$ cat config.mk
export PLATFORM = sky130hd
export DESIGN_NAME = t1c_timer
export DESIGN_NICKNAME = d
export VERILOG_FILES = /design/src/t1c_pkg.sv /design/src/t1c_sync_edge.sv /design/src/t1c_timer.sv
export SDC_FILE = /design/constraint.sdc
export NUM_CORES = 1
export LEC_CHECK = 0
export ABC_AREA = 1
export BUFFER_PORTS_ARGS = -buffer_cell sky130_fd_sc_hd__buf_4
export CAP_MARGIN = 20
export CORE_ASPECT_RATIO = 0.5
export CORE_MARGIN = 8
export CORE_UTILIZATION = 47
export CTS_CLUSTER_DIAMETER = 200
export CTS_CLUSTER_SIZE = 25
export DETAILED_ROUTE_END_ITERATION = 8
export HOLD_SLACK_MARGIN = 0.02
export PLACE_DENSITY = 0.85
export SLEW_MARGIN = 20
export SYNTH_ARGS = -nofsm -noshare
export SYNTH_HDL_FRONTEND = slang
export SYNTH_SLANG_ARGS = --single-unit
$ cat constraint.sdc
create_clock -name clk -period 1.4 [get_ports clk]
set_input_delay 0.21 -clock clk [delete_from_list [all_inputs] [get_ports clk]]
set_output_delay 0.21 -clock clk [all_outputs]
set_load 0.03 [all_outputs]
$ cat src/t1c_pkg.sv
/*
 Constants, register map and mode type for the 16-bit timer/counter.
 Assumes a 32-bit AHB-Lite register port with one register per word.
*/
package t1c_pkg;
	// Register byte offsets
	localparam logic [7:0] CTRL_OFS   = 8'h00;
	localparam logic [7:0] LOW_OFS    = 8'h04;
	localparam logic [7:0] HIGH_OFS   = 8'h08;
	localparam logic [7:0] IRQ_OFS    = 8'h0C;
	// Control register fields
	localparam int         WIDE_BIT   = 7;
	localparam int         SYSCLK_BIT = 6;
	localparam int         PS_HI      = 5;
	localparam int         PS_LO      = 4;
	localparam int         OSC_BIT    = 3;
	localparam int         SYNC_BIT   = 2;
	localparam int         CS_BIT     = 1;
	localparam int         RUN_BIT    = 0;
	localparam logic [7:0] CTRL_RST   = 8'h00;
	localparam logic [7:0] CTRL_WMASK = 8'hBF;
	// Overflow register fields
	localparam int         FLAG_BIT   = 0;
	localparam int         IE_BIT     = 1;
	// Instruction clock is the system clock divided by four
	localparam logic [1:0] INSTR_LAST = 2'h3;
	localparam logic [15:0] COUNT_MAX = 16'hFFFF;
	localparam logic [15:0] COUNT_ONE = 16'h0001;
	localparam logic [2:0]  PRE_ONE   = 3'h1;

	typedef enum logic [2:0]
	{
		T1C_MODE_TIMER = 3'b001,
		T1C_MODE_SYNC  = 3'b010,
		T1C_MODE_ASYNC = 3'b100
	} t1c_mode_t;

	// Prescale code to the mask of counter bits that must all be set
	function automatic logic [2:0] prescale_mask(input logic [1:0] code);
		unique case (code)
			2'h0: prescale_mask = 3'h0;
			2'h1: prescale_mask = 3'h1;
			2'h2: prescale_mask = 3'h3;
			2'h3: prescale_mask = 3'h7;
		endcase
	endfunction
endpackage

$ cat src/t1c_sync_edge.sv
/*
 Two-stage synchroniser for one pin with edge detection behind it.
 Assumes the pin is asynchronous to clk.
*/
`timescale 1ns/10ps
module t1c_sync_edge
(
	input  wire logic clk,   // System clock
	input  wire logic rst,   // Synchronous reset, active high
	input  wire logic pin,   // Raw asynchronous pin
	output logic      level, // Synchronised level
	output logic      rise,  // One-cycle pulse on rising edge
	output logic      fall   // One-cycle pulse on falling edge
);
	logic meta_q;
	logic sync_q;
	logic prev_q;

	always_ff @(posedge clk)
	begin
		if (rst)
		begin
			meta_q <= 1'b0;
			sync_q <= 1'b0;
			prev_q <= 1'b0;
		end
		else
		begin
			meta_q <= pin;
			sync_q <= meta_q;
			prev_q <= sync_q;
		end
	end

	assign level = sync_q;
	assign rise  = sync_q & ~prev_q;
	assign fall  = ~sync_q & prev_q;
endmodule

$ cat src/t1c_timer.sv
/*
 16-bit timer/counter with prescaler, crystal oscillator pin control,
 buffered 16-bit access and overflow flag, behind an AHB-Lite slave.
 Assumes a single bus master, whole-word transfers and pins asynchronous to clk.
*/
// The register addresses and register access over AHB-Lite were decided locally.
`timescale 1ns/10ps
module t1c_timer
(
	input  wire logic        clk,                 // System clock, 250 MHz
	input  wire logic        rst,                 // Synchronous reset, active high
	input  wire logic        hsel,                // AHB slave select
	input  wire logic [31:0] haddr,               // AHB address
	input  wire logic [1:0]  htrans,              // AHB transfer type
	input  wire logic        hwrite,              // AHB write
	input  wire logic [2:0]  hsize,               // AHB size, word only
	input  wire logic        hready,              // AHB bus ready
	input  wire logic [31:0] hwdata,              // AHB write data
	output logic      [31:0] hrdata,              // AHB read data
	output logic             hreadyout,           // AHB slave ready
	output logic             hresp,               // AHB response, always OKAY
	input  wire logic        sysclk_is_timer_osc, // Clock switch reports timer oscillator
	input  wire logic        ext_count_clock_in,  // Pad 0: count clock / oscillator output
	input  wire logic        osc_input_pin,       // Pad 1: oscillator input
	input  wire logic [1:0]  port_c_direction,    // Port direction, 1 = input
	input  wire logic [1:0]  port_c_out,          // Port output data
	output logic      [1:0]  pin_c_out,           // Pad output levels
	output logic      [1:0]  pin_c_oe,            // Pad output enables
	output logic      [1:0]  port_c_read,         // Pad levels seen by the port
	output logic             overflow_irq         // Overflow flag and enable
);
	logic [7:0]  ctrl_q;
	logic        flag_q;
	logic        ie_q;
	logic [15:0] count_q;
	logic [7:0]  buf_q;
	logic [2:0]  presc_q;
	logic [1:0]  div_q;
	logic        armed_q;
	logic        sync_pend_q;
	logic        run_prev_q;
	logic        hi_at_stop_q;
	logic        wr_pend_q;
	logic        rd_pend_q;
	logic [7:0]  addr_q;
	logic [31:0] hrdata_q;
	logic        hreadyout_q;
	logic        hresp_q;
	logic [1:0]  pin_out_q;
	logic [1:0]  pin_oe_q;
	logic [1:0]  port_read_q;
	logic        irq_q;
	logic        ext_lvl;
	logic        ext_rise;
	logic        ext_fall;
	logic        osc_lvl;
	logic        wide;
	logic        run;
	logic        osc_en;
	logic        accept;
	logic        wr_low;
	logic        wr_high;
	logic        rd_low;
	logic        instr_tick;
	logic        src_tick;
	logic        inc;
	logic        ovf;
	logic        flag_d;
	logic [31:0] rd_val;
	t1c_pkg::t1c_mode_t mode;

	t1c_sync_edge u_ext
	(
		.clk   (clk),
		.rst   (rst),
		.pin   (ext_count_clock_in),
		.level (ext_lvl),
		.rise  (ext_rise),
		.fall  (ext_fall)
	);

	t1c_sync_edge u_osc
	(
		.clk   (clk),
		.rst   (rst),
		.pin   (osc_input_pin),
		.level (osc_lvl),
		.rise  (),
		.fall  ()
	);

	assign wide   = ctrl_q[t1c_pkg::WIDE_BIT];
	assign run    = ctrl_q[t1c_pkg::RUN_BIT];
	assign osc_en = ctrl_q[t1c_pkg::OSC_BIT];

	// Bus decode
	assign accept  = hsel & hready & htrans[1];
	assign wr_low  = wr_pend_q & (addr_q == t1c_pkg::LOW_OFS);
	assign wr_high = wr_pend_q & (addr_q == t1c_pkg::HIGH_OFS);
	assign rd_low  = rd_pend_q & (addr_q == t1c_pkg::LOW_OFS);

	always_ff @(posedge clk)
	begin
		if (rst)
		begin
			wr_pend_q   <= 1'b0;
			rd_pend_q   <= 1'b0;
			addr_q      <= 8'h00;
			hreadyout_q <= 1'b1;
			hresp_q     <= 1'b0;
		end
		else
		begin
			wr_pend_q   <= accept & hwrite;
			rd_pend_q   <= accept & ~hwrite;
			// One wait state on reads so a prior write is visible
			hreadyout_q <= ~(accept & ~hwrite);
			if (accept)
				addr_q <= haddr[7:0];
		end
	end

	always_comb
	begin
		rd_val = 32'h0000_0000;
		unique case (addr_q)
			t1c_pkg::CTRL_OFS: rd_val[7:0] = ctrl_q;
			t1c_pkg::LOW_OFS:  rd_val[7:0] = count_q[7:0];
			t1c_pkg::HIGH_OFS: rd_val[7:0] = wide ? buf_q : count_q[15:8];
			t1c_pkg::IRQ_OFS:
			begin
				rd_val[t1c_pkg::FLAG_BIT] = flag_q;
				rd_val[t1c_pkg::IE_BIT]   = ie_q;
			end
			default: rd_val = 32'h0000_0000;
		endcase
	end

	always_ff @(posedge clk)
	begin
		if (rst)
			hrdata_q <= 32'h0000_0000;
		else if (rd_pend_q)
			hrdata_q <= rd_val;
	end

	// Control register; status bit follows the clock switch
	always_ff @(posedge clk)
	begin
		if (rst)
			ctrl_q <= t1c_pkg::CTRL_RST;
		else
		begin
			if (wr_pend_q && addr_q == t1c_pkg::CTRL_OFS)
				ctrl_q <= hwdata[7:0] & t1c_pkg::CTRL_WMASK;
			ctrl_q[t1c_pkg::SYSCLK_BIT] <= sysclk_is_timer_osc;
		end
	end

	// Mode decode
	always_comb
	begin
		if (!ctrl_q[t1c_pkg::CS_BIT])
			mode = t1c_pkg::T1C_MODE_TIMER;
		else if (ctrl_q[t1c_pkg::SYNC_BIT])
			mode = t1c_pkg::T1C_MODE_ASYNC;
		else
			mode = t1c_pkg::T1C_MODE_SYNC;
	end

	// Instruction clock enable
	always_ff @(posedge clk)
	begin
		if (rst)
			div_q <= 2'h0;
		else
			div_q <= div_q + 2'h1;
	end
	assign instr_tick = (div_q == t1c_pkg::INSTR_LAST);

	// Falling-edge arming for counter mode
	always_ff @(posedge clk)
	begin
		if (rst)
		begin
			armed_q      <= 1'b0;
			run_prev_q   <= 1'b0;
			hi_at_stop_q <= 1'b0;
		end
		else
		begin
			run_prev_q <= run;
			if (run_prev_q && !run)
				hi_at_stop_q <= ext_lvl;
			if (wr_low || wr_high)
				armed_q <= 1'b0;
			else if (run && !run_prev_q && hi_at_stop_q && !ext_lvl)
				armed_q <= 1'b0;
			else if (run && ext_fall)
				armed_q <= 1'b1;
		end
	end

	// Synchronous counting waits for the next instruction cycle
	always_ff @(posedge clk)
	begin
		if (rst)
			sync_pend_q <= 1'b0;
		else if (mode != t1c_pkg::T1C_MODE_SYNC)
			sync_pend_q <= 1'b0;
		else if (ext_rise && armed_q)
			sync_pend_q <= 1'b1;
		else if (instr_tick)
			sync_pend_q <= 1'b0;
	end

	always_comb
	begin
		unique case (mode)
			t1c_pkg::T1C_MODE_TIMER: src_tick = instr_tick;
			t1c_pkg::T1C_MODE_SYNC:  src_tick = sync_pend_q & instr_tick;
			t1c_pkg::T1C_MODE_ASYNC: src_tick = ext_rise & armed_q;
			default:                 src_tick = 1'b0;
		endcase
	end

	// Prescaler and count
	assign inc = run & src_tick
		& ((presc_q & t1c_pkg::prescale_mask(ctrl_q[t1c_pkg::PS_HI:t1c_pkg::PS_LO]))
		== t1c_pkg::prescale_mask(ctrl_q[t1c_pkg::PS_HI:t1c_pkg::PS_LO]));
	assign ovf = inc & (count_q == t1c_pkg::COUNT_MAX) & ~wr_low & ~wr_high;

	always_ff @(posedge clk)
	begin
		if (rst)
			presc_q <= 3'h0;
		else if (wr_low || (wr_high && !wide))
			presc_q <= 3'h0;
		else if (run && src_tick)
			presc_q <= presc_q + t1c_pkg::PRE_ONE;
	end

	always_ff @(posedge clk)
	begin
		if (rst)
			count_q <= 16'h0000;
		else if (wr_low)
			count_q <= wide ? {buf_q, hwdata[7:0]} : {count_q[15:8], hwdata[7:0]};
		else if (wr_high && !wide)
			count_q[15:8] <= hwdata[7:0];
		else if (inc)
			count_q <= count_q + t1c_pkg::COUNT_ONE;
	end

	always_ff @(posedge clk)
	begin
		if (rst)
			buf_q <= 8'h00;
		else if (wr_high && wide)
			buf_q <= hwdata[7:0];
		else if (rd_low && wide)
			buf_q <= count_q[15:8];
	end

	// Overflow flag: write 1 clears, a new overflow wins
	always_comb
	begin
		flag_d = flag_q;
		if (wr_pend_q && addr_q == t1c_pkg::IRQ_OFS && hwdata[t1c_pkg::FLAG_BIT])
			flag_d = 1'b0;
		if (ovf)
			flag_d = 1'b1;
	end

	always_ff @(posedge clk)
	begin
		if (rst)
		begin
			flag_q <= 1'b0;
			ie_q   <= 1'b0;
			irq_q  <= 1'b0;
		end
		else
		begin
			flag_q <= flag_d;
			if (wr_pend_q && addr_q == t1c_pkg::IRQ_OFS)
				ie_q <= hwdata[t1c_pkg::IE_BIT];
			irq_q <= flag_d & ie_q;
		end
	end

	// Pads: oscillator inverter replaces the port logic when enabled
	always_ff @(posedge clk)
	begin
		if (rst)
		begin
			pin_out_q   <= 2'h0;
			pin_oe_q    <= 2'h0;
			port_read_q <= 2'h0;
		end
		else if (osc_en)
		begin
			pin_out_q   <= {1'b0, ~osc_lvl};
			pin_oe_q    <= 2'h1;
			port_read_q <= 2'h0;
		end
		else
		begin
			pin_out_q   <= port_c_out;
			pin_oe_q    <= ~port_c_direction;
			port_read_q <= {osc_lvl, ext_lvl};
		end
	end

	assign hrdata       = hrdata_q;
	assign hreadyout    = hreadyout_q;
	assign hresp        = hresp_q;
	assign pin_c_out    = pin_out_q;
	assign pin_c_oe     = pin_oe_q;
	assign port_c_read  = port_read_q;
	assign overflow_irq = irq_q;

	read_wait_a: assert property (@(posedge clk) disable iff (rst)
		accept && !hwrite |=> !hreadyout ##1 hreadyout)
		else $error("read wait state wrong");
	okay_resp_a: assert property (@(posedge clk) disable iff (rst) !hresp)
		else $error("response not OKAY");
	sysclk_stat_a: assert property (@(posedge clk) disable iff (rst)
		##1 ctrl_q[t1c_pkg::SYSCLK_BIT] == $past(sysclk_is_timer_osc))
		else $error("clock status bit wrong");
	stop_hold_a: assert property (@(posedge clk) disable iff (rst)
		!run && !wr_low && !wr_high |=> count_q == $past(count_q))
		else $error("count moved while stopped");
	ovf_flag_a: assert property (@(posedge clk) disable iff (rst)
		ovf |=> flag_q && count_q == 16'h0000)
		else $error("overflow not flagged");
	osc_pins_a: assert property (@(posedge clk) disable iff (rst)
		osc_en [*2] |-> port_c_read == 2'h0 && pin_c_oe == 2'h1)
		else $error("pins not disabled by oscillator");
	disarm_a: assert property (@(posedge clk) disable iff (rst)
		wr_low |=> !armed_q)
		else $error("count write did not disarm");
	wide_buf_a: assert property (@(posedge clk) disable iff (rst)
		rd_low && wide |=> buf_q == $past(count_q[15:8]))
		else $error("buffer not loaded on low read");
	div8_a: assert property (@(posedge clk) disable iff (rst)
		inc && ctrl_q[t1c_pkg::PS_HI:t1c_pkg::PS_LO] == 2'h3 |-> presc_q == 3'h7)
		else $error("divide by eight wrong");
	timer_rate_a: assert property (@(posedge clk) disable iff (rst)
		inc && mode == t1c_pkg::T1C_MODE_TIMER |-> instr_tick)
		else $error("timer count off instruction clock");
endmodule

==> reports/results.ini <==
[power]
worst_ir_drop_vdd_uv=753.6
cellPowerDensity_nw_per_um2=970.1
cellLeakagePower_nw=2.509

[drt]
detail_route.wl_per_cell_um=19.13
detail_route.iter0.violations=749
route.detailed.drc=0
vias=4893
post_drt_via_cell_ratio=5.917
final_antenna_net_count=0
drt_pass1_iterations=8
drt_wl_total_um=15820

[yosys]
netlist_top_cells_area=sky130_fd_sc_hd__dfxtp_1 (37%), sky130_fd_sc_hd__nand2_1 (16%), sky130_fd_sc_hd__nor2_1 (6.9%), sky130_fd_sc_hd__o21ai_0 (5.9%), sky130_fd_sc_hd__inv_1 (5.5%)
ys_async_sr_fraction=0
flop_and_latch_count_out_of_synthesis=74
yosys_most_used_dff=sky130_fd_sc_hd__dfxtp_1
netlist_instances=607
syn_area_per_cell_um2=6.580
yosys_warnings=0
yosysTopAreaCellShare=0.3709
synth-seq-area-share=0.3709
mappedNetlistArea_um2=3994
synth.lib_cells_used.distinct=30
synth_top_cell_by_area=sky130_fd_sc_hd__dfxtp_1
synth-edff-count=0

[final_layout]
areaGrowthSynthToFinish_pct=42.58
layout-drive-gt1-share=0.3133
post_layout_nets=794
layout_common_cells=sky130_fd_sc_hd__nand2_1 (148), sky130_fd_sc_hd__buf_4 (90), sky130_fd_sc_hd__nor2_1 (68), sky130_fd_sc_hd__dfxtp_1 (66), sky130_fd_sc_hd__inv_1 (53)
fin_util=0.7017
fill_cells=552
layout_commonest_cell=sky130_fd_sc_hd__nand2_1
antennaDiodeCount=0

[cts]
htreeDepth=3
cts_tree=done
cts_sinks=74
ctsLongestPathBuffers=2
cts_root_buf=sky130_fd_sc_hd__clkbuf_16
cts_inserted_buffers=9
worstSkewPairLatency_ps=340
cts.reportedPaths.clkPinSlew_ps=60

[sta]
timing.final.crit_period_ps=1753
final_critical_path_setup_slack_ps=-352.6
maxClockFrequency_mhz=570.6
report.final.hold_viol_count=0
fin_crit_sh=1.252
pins_over_slew_limit=0
grt_setup_unrepaired=true
worst-slew-pin-transition_ps=514.7
setup_viol=46
finalHoldWorstSlack_ps=44.84
slew_headroom=0.6532
timing.clock.skew_ps=7.498

[outcome]
violations=negative setup slack
run_status=finished with violations

[global_routing]
grt_antenna_before_repair=0
grt.overflow.total=0
first_pass_grt_wire_length_um=20950
grt_max_degree=41
groute.usage.overall=0.2193
vias_in_the_first_global_route=4324

[setup_path]
crit_type=flop to flop
worst-endpoint-required_ps=1670
worst_setup_path_start_kind=flop
setup.worst_path.end_class=flop
crit_arrival_ps=2020
crit_path_max_fanout=3

[floorplanning]
die_width_um=146.4
placeableCoreArea_um2=8115
floorplan.initialDensity=0.4921
io-pin-count=122
placementRows=23
design.die.area_um2=11880
die_h_um=81.18

[place]
place_congestion=0.9524
detailed_place_hpwl_um=8589
port_buffers=44

[flow_run]
max_cap_viols=0

[min_path]
hp-class=input pin to flop

critical path: stages (launching register included):
cell and delay, ps:
sky130_fd_sc_hd__dfxtp_2 340, sky130_fd_sc_hd__nor2_4 200, sky130_fd_sc_hd__buf_4 150, sky130_fd_sc_hd__nand3_2 110, sky130_fd_sc_hd__buf_4 180, sky130_fd_sc_hd__nor3_1 410
sky130_fd_sc_hd__o21ai_1 140, sky130_fd_sc_hd__a21oi_1 150
logic make-up after synthesis:
group,after synthesis,share of synthesized area
simple gates,328,0.3650
compound gates,90,0.1153
flops,74,0.3709
other cells,1,0.0009389
fa+ha+maj,3,0.009399
xor+xnor,4,0.008771
buf+inv,107,0.1297
power breakdown:
part | switching [mW] | internal [mW]
combinational | 0.399 | 0.213
sequential | 0.0310 | 2.15
clock | 0.976 | 1.76
path summary, 6_finish.rpt:
kind | startpoint | depth (start not counted) | slack, ps | to
worst max-delay path | addr_q[1]$_SDFFE_PP0P_ | 7 | -350 | hrdata[2]$_SDFFE_PP0P_
worst min-delay path | port_c_direction[0] | 2 | 40 | pin_c_oe[0]$_SDFF_PP0_
worst max register to register | addr_q[1]$_SDFFE_PP0P_ | 7 | -350 | hrdata[2]$_SDFFE_PP0P_
worst min register to register | u_osc.meta_q$_SDFF_PP0_ | 2 | 410 | u_osc.level$_SDFF_PP0_
synthesized netlist by cell type (all sizes together) (4+ instances only):
master,count
a21oi,39
buf,37
clkbuf,10
dfxtp,74
inv,59
nand2,174
nand3,44
nand4,19
nor2,78
nor3,8
o21ai,47
xor2,4
final cells by class:
class / instances / area (um2) / area share
Clock inverter: 7 / 125.1 / 0.02197
Sequential cell: 74 / 1491 / 0.2619
Inverter: 60 / 240.2 / 0.04219
Tap cell: 112 / 140.1 / 0.02461
Multi-Input combinational cell: 451 / 2476 / 0.4348
Timing Repair Buffer: 114 / 996.0 / 0.1749
Clock buffer: 9 / 225.2 / 0.03955
registers in the layout, indices dropped and copies added (netlist names), 2 cells and up:
register / count
buf_q: 8
hrdata: 8
port_c_read: 2
presc_q: 3
ctrl_q: 8
div_q: 2
count_q: 16
pin_c_oe: 2
pin_c_out: 2
addr_q: 8
per-stage QoR:
step           power (mW)  setup slack (ps)  cell area, um2  TNS [ps]  cells
2_1_floorplan       2.553            -25.64            4119    -158.9    631
3_3_place_gp        2.681            -143.2            4778     -2148    799
3_5_place_dp        2.695            -147.9            4778     -3381    799
4_1_cts             5.429            -110.3            5425     -2378    822
5_1_grt             5.664            -446.6            5694    -11650    827
6_report            5.524            -352.6            5694     -8929    827
layer usage:
layer	vias to the layer above	global-route usage	share of wire
li1	2118	-	-
met1	2195	0.2459	0.35
met2	438	0.3835	0.44
met3	142	0.06430	0.13
met4	0	0.1142	0.075
met5	-	0	0
what timing repair did:
action | 4_1_cts | 5_1_grt
endpoints found under the setup margin | 43 | 46
setup buffers | 6 | 6
resized for setup | 70 | 63
gates cloned | 1 | 1
hold buffers | 1 | 0
endpoints found under the hold margin | 1 | 0
pin swaps | 22 | 34
Note: power is estimated with default switching activity, not from simulation.
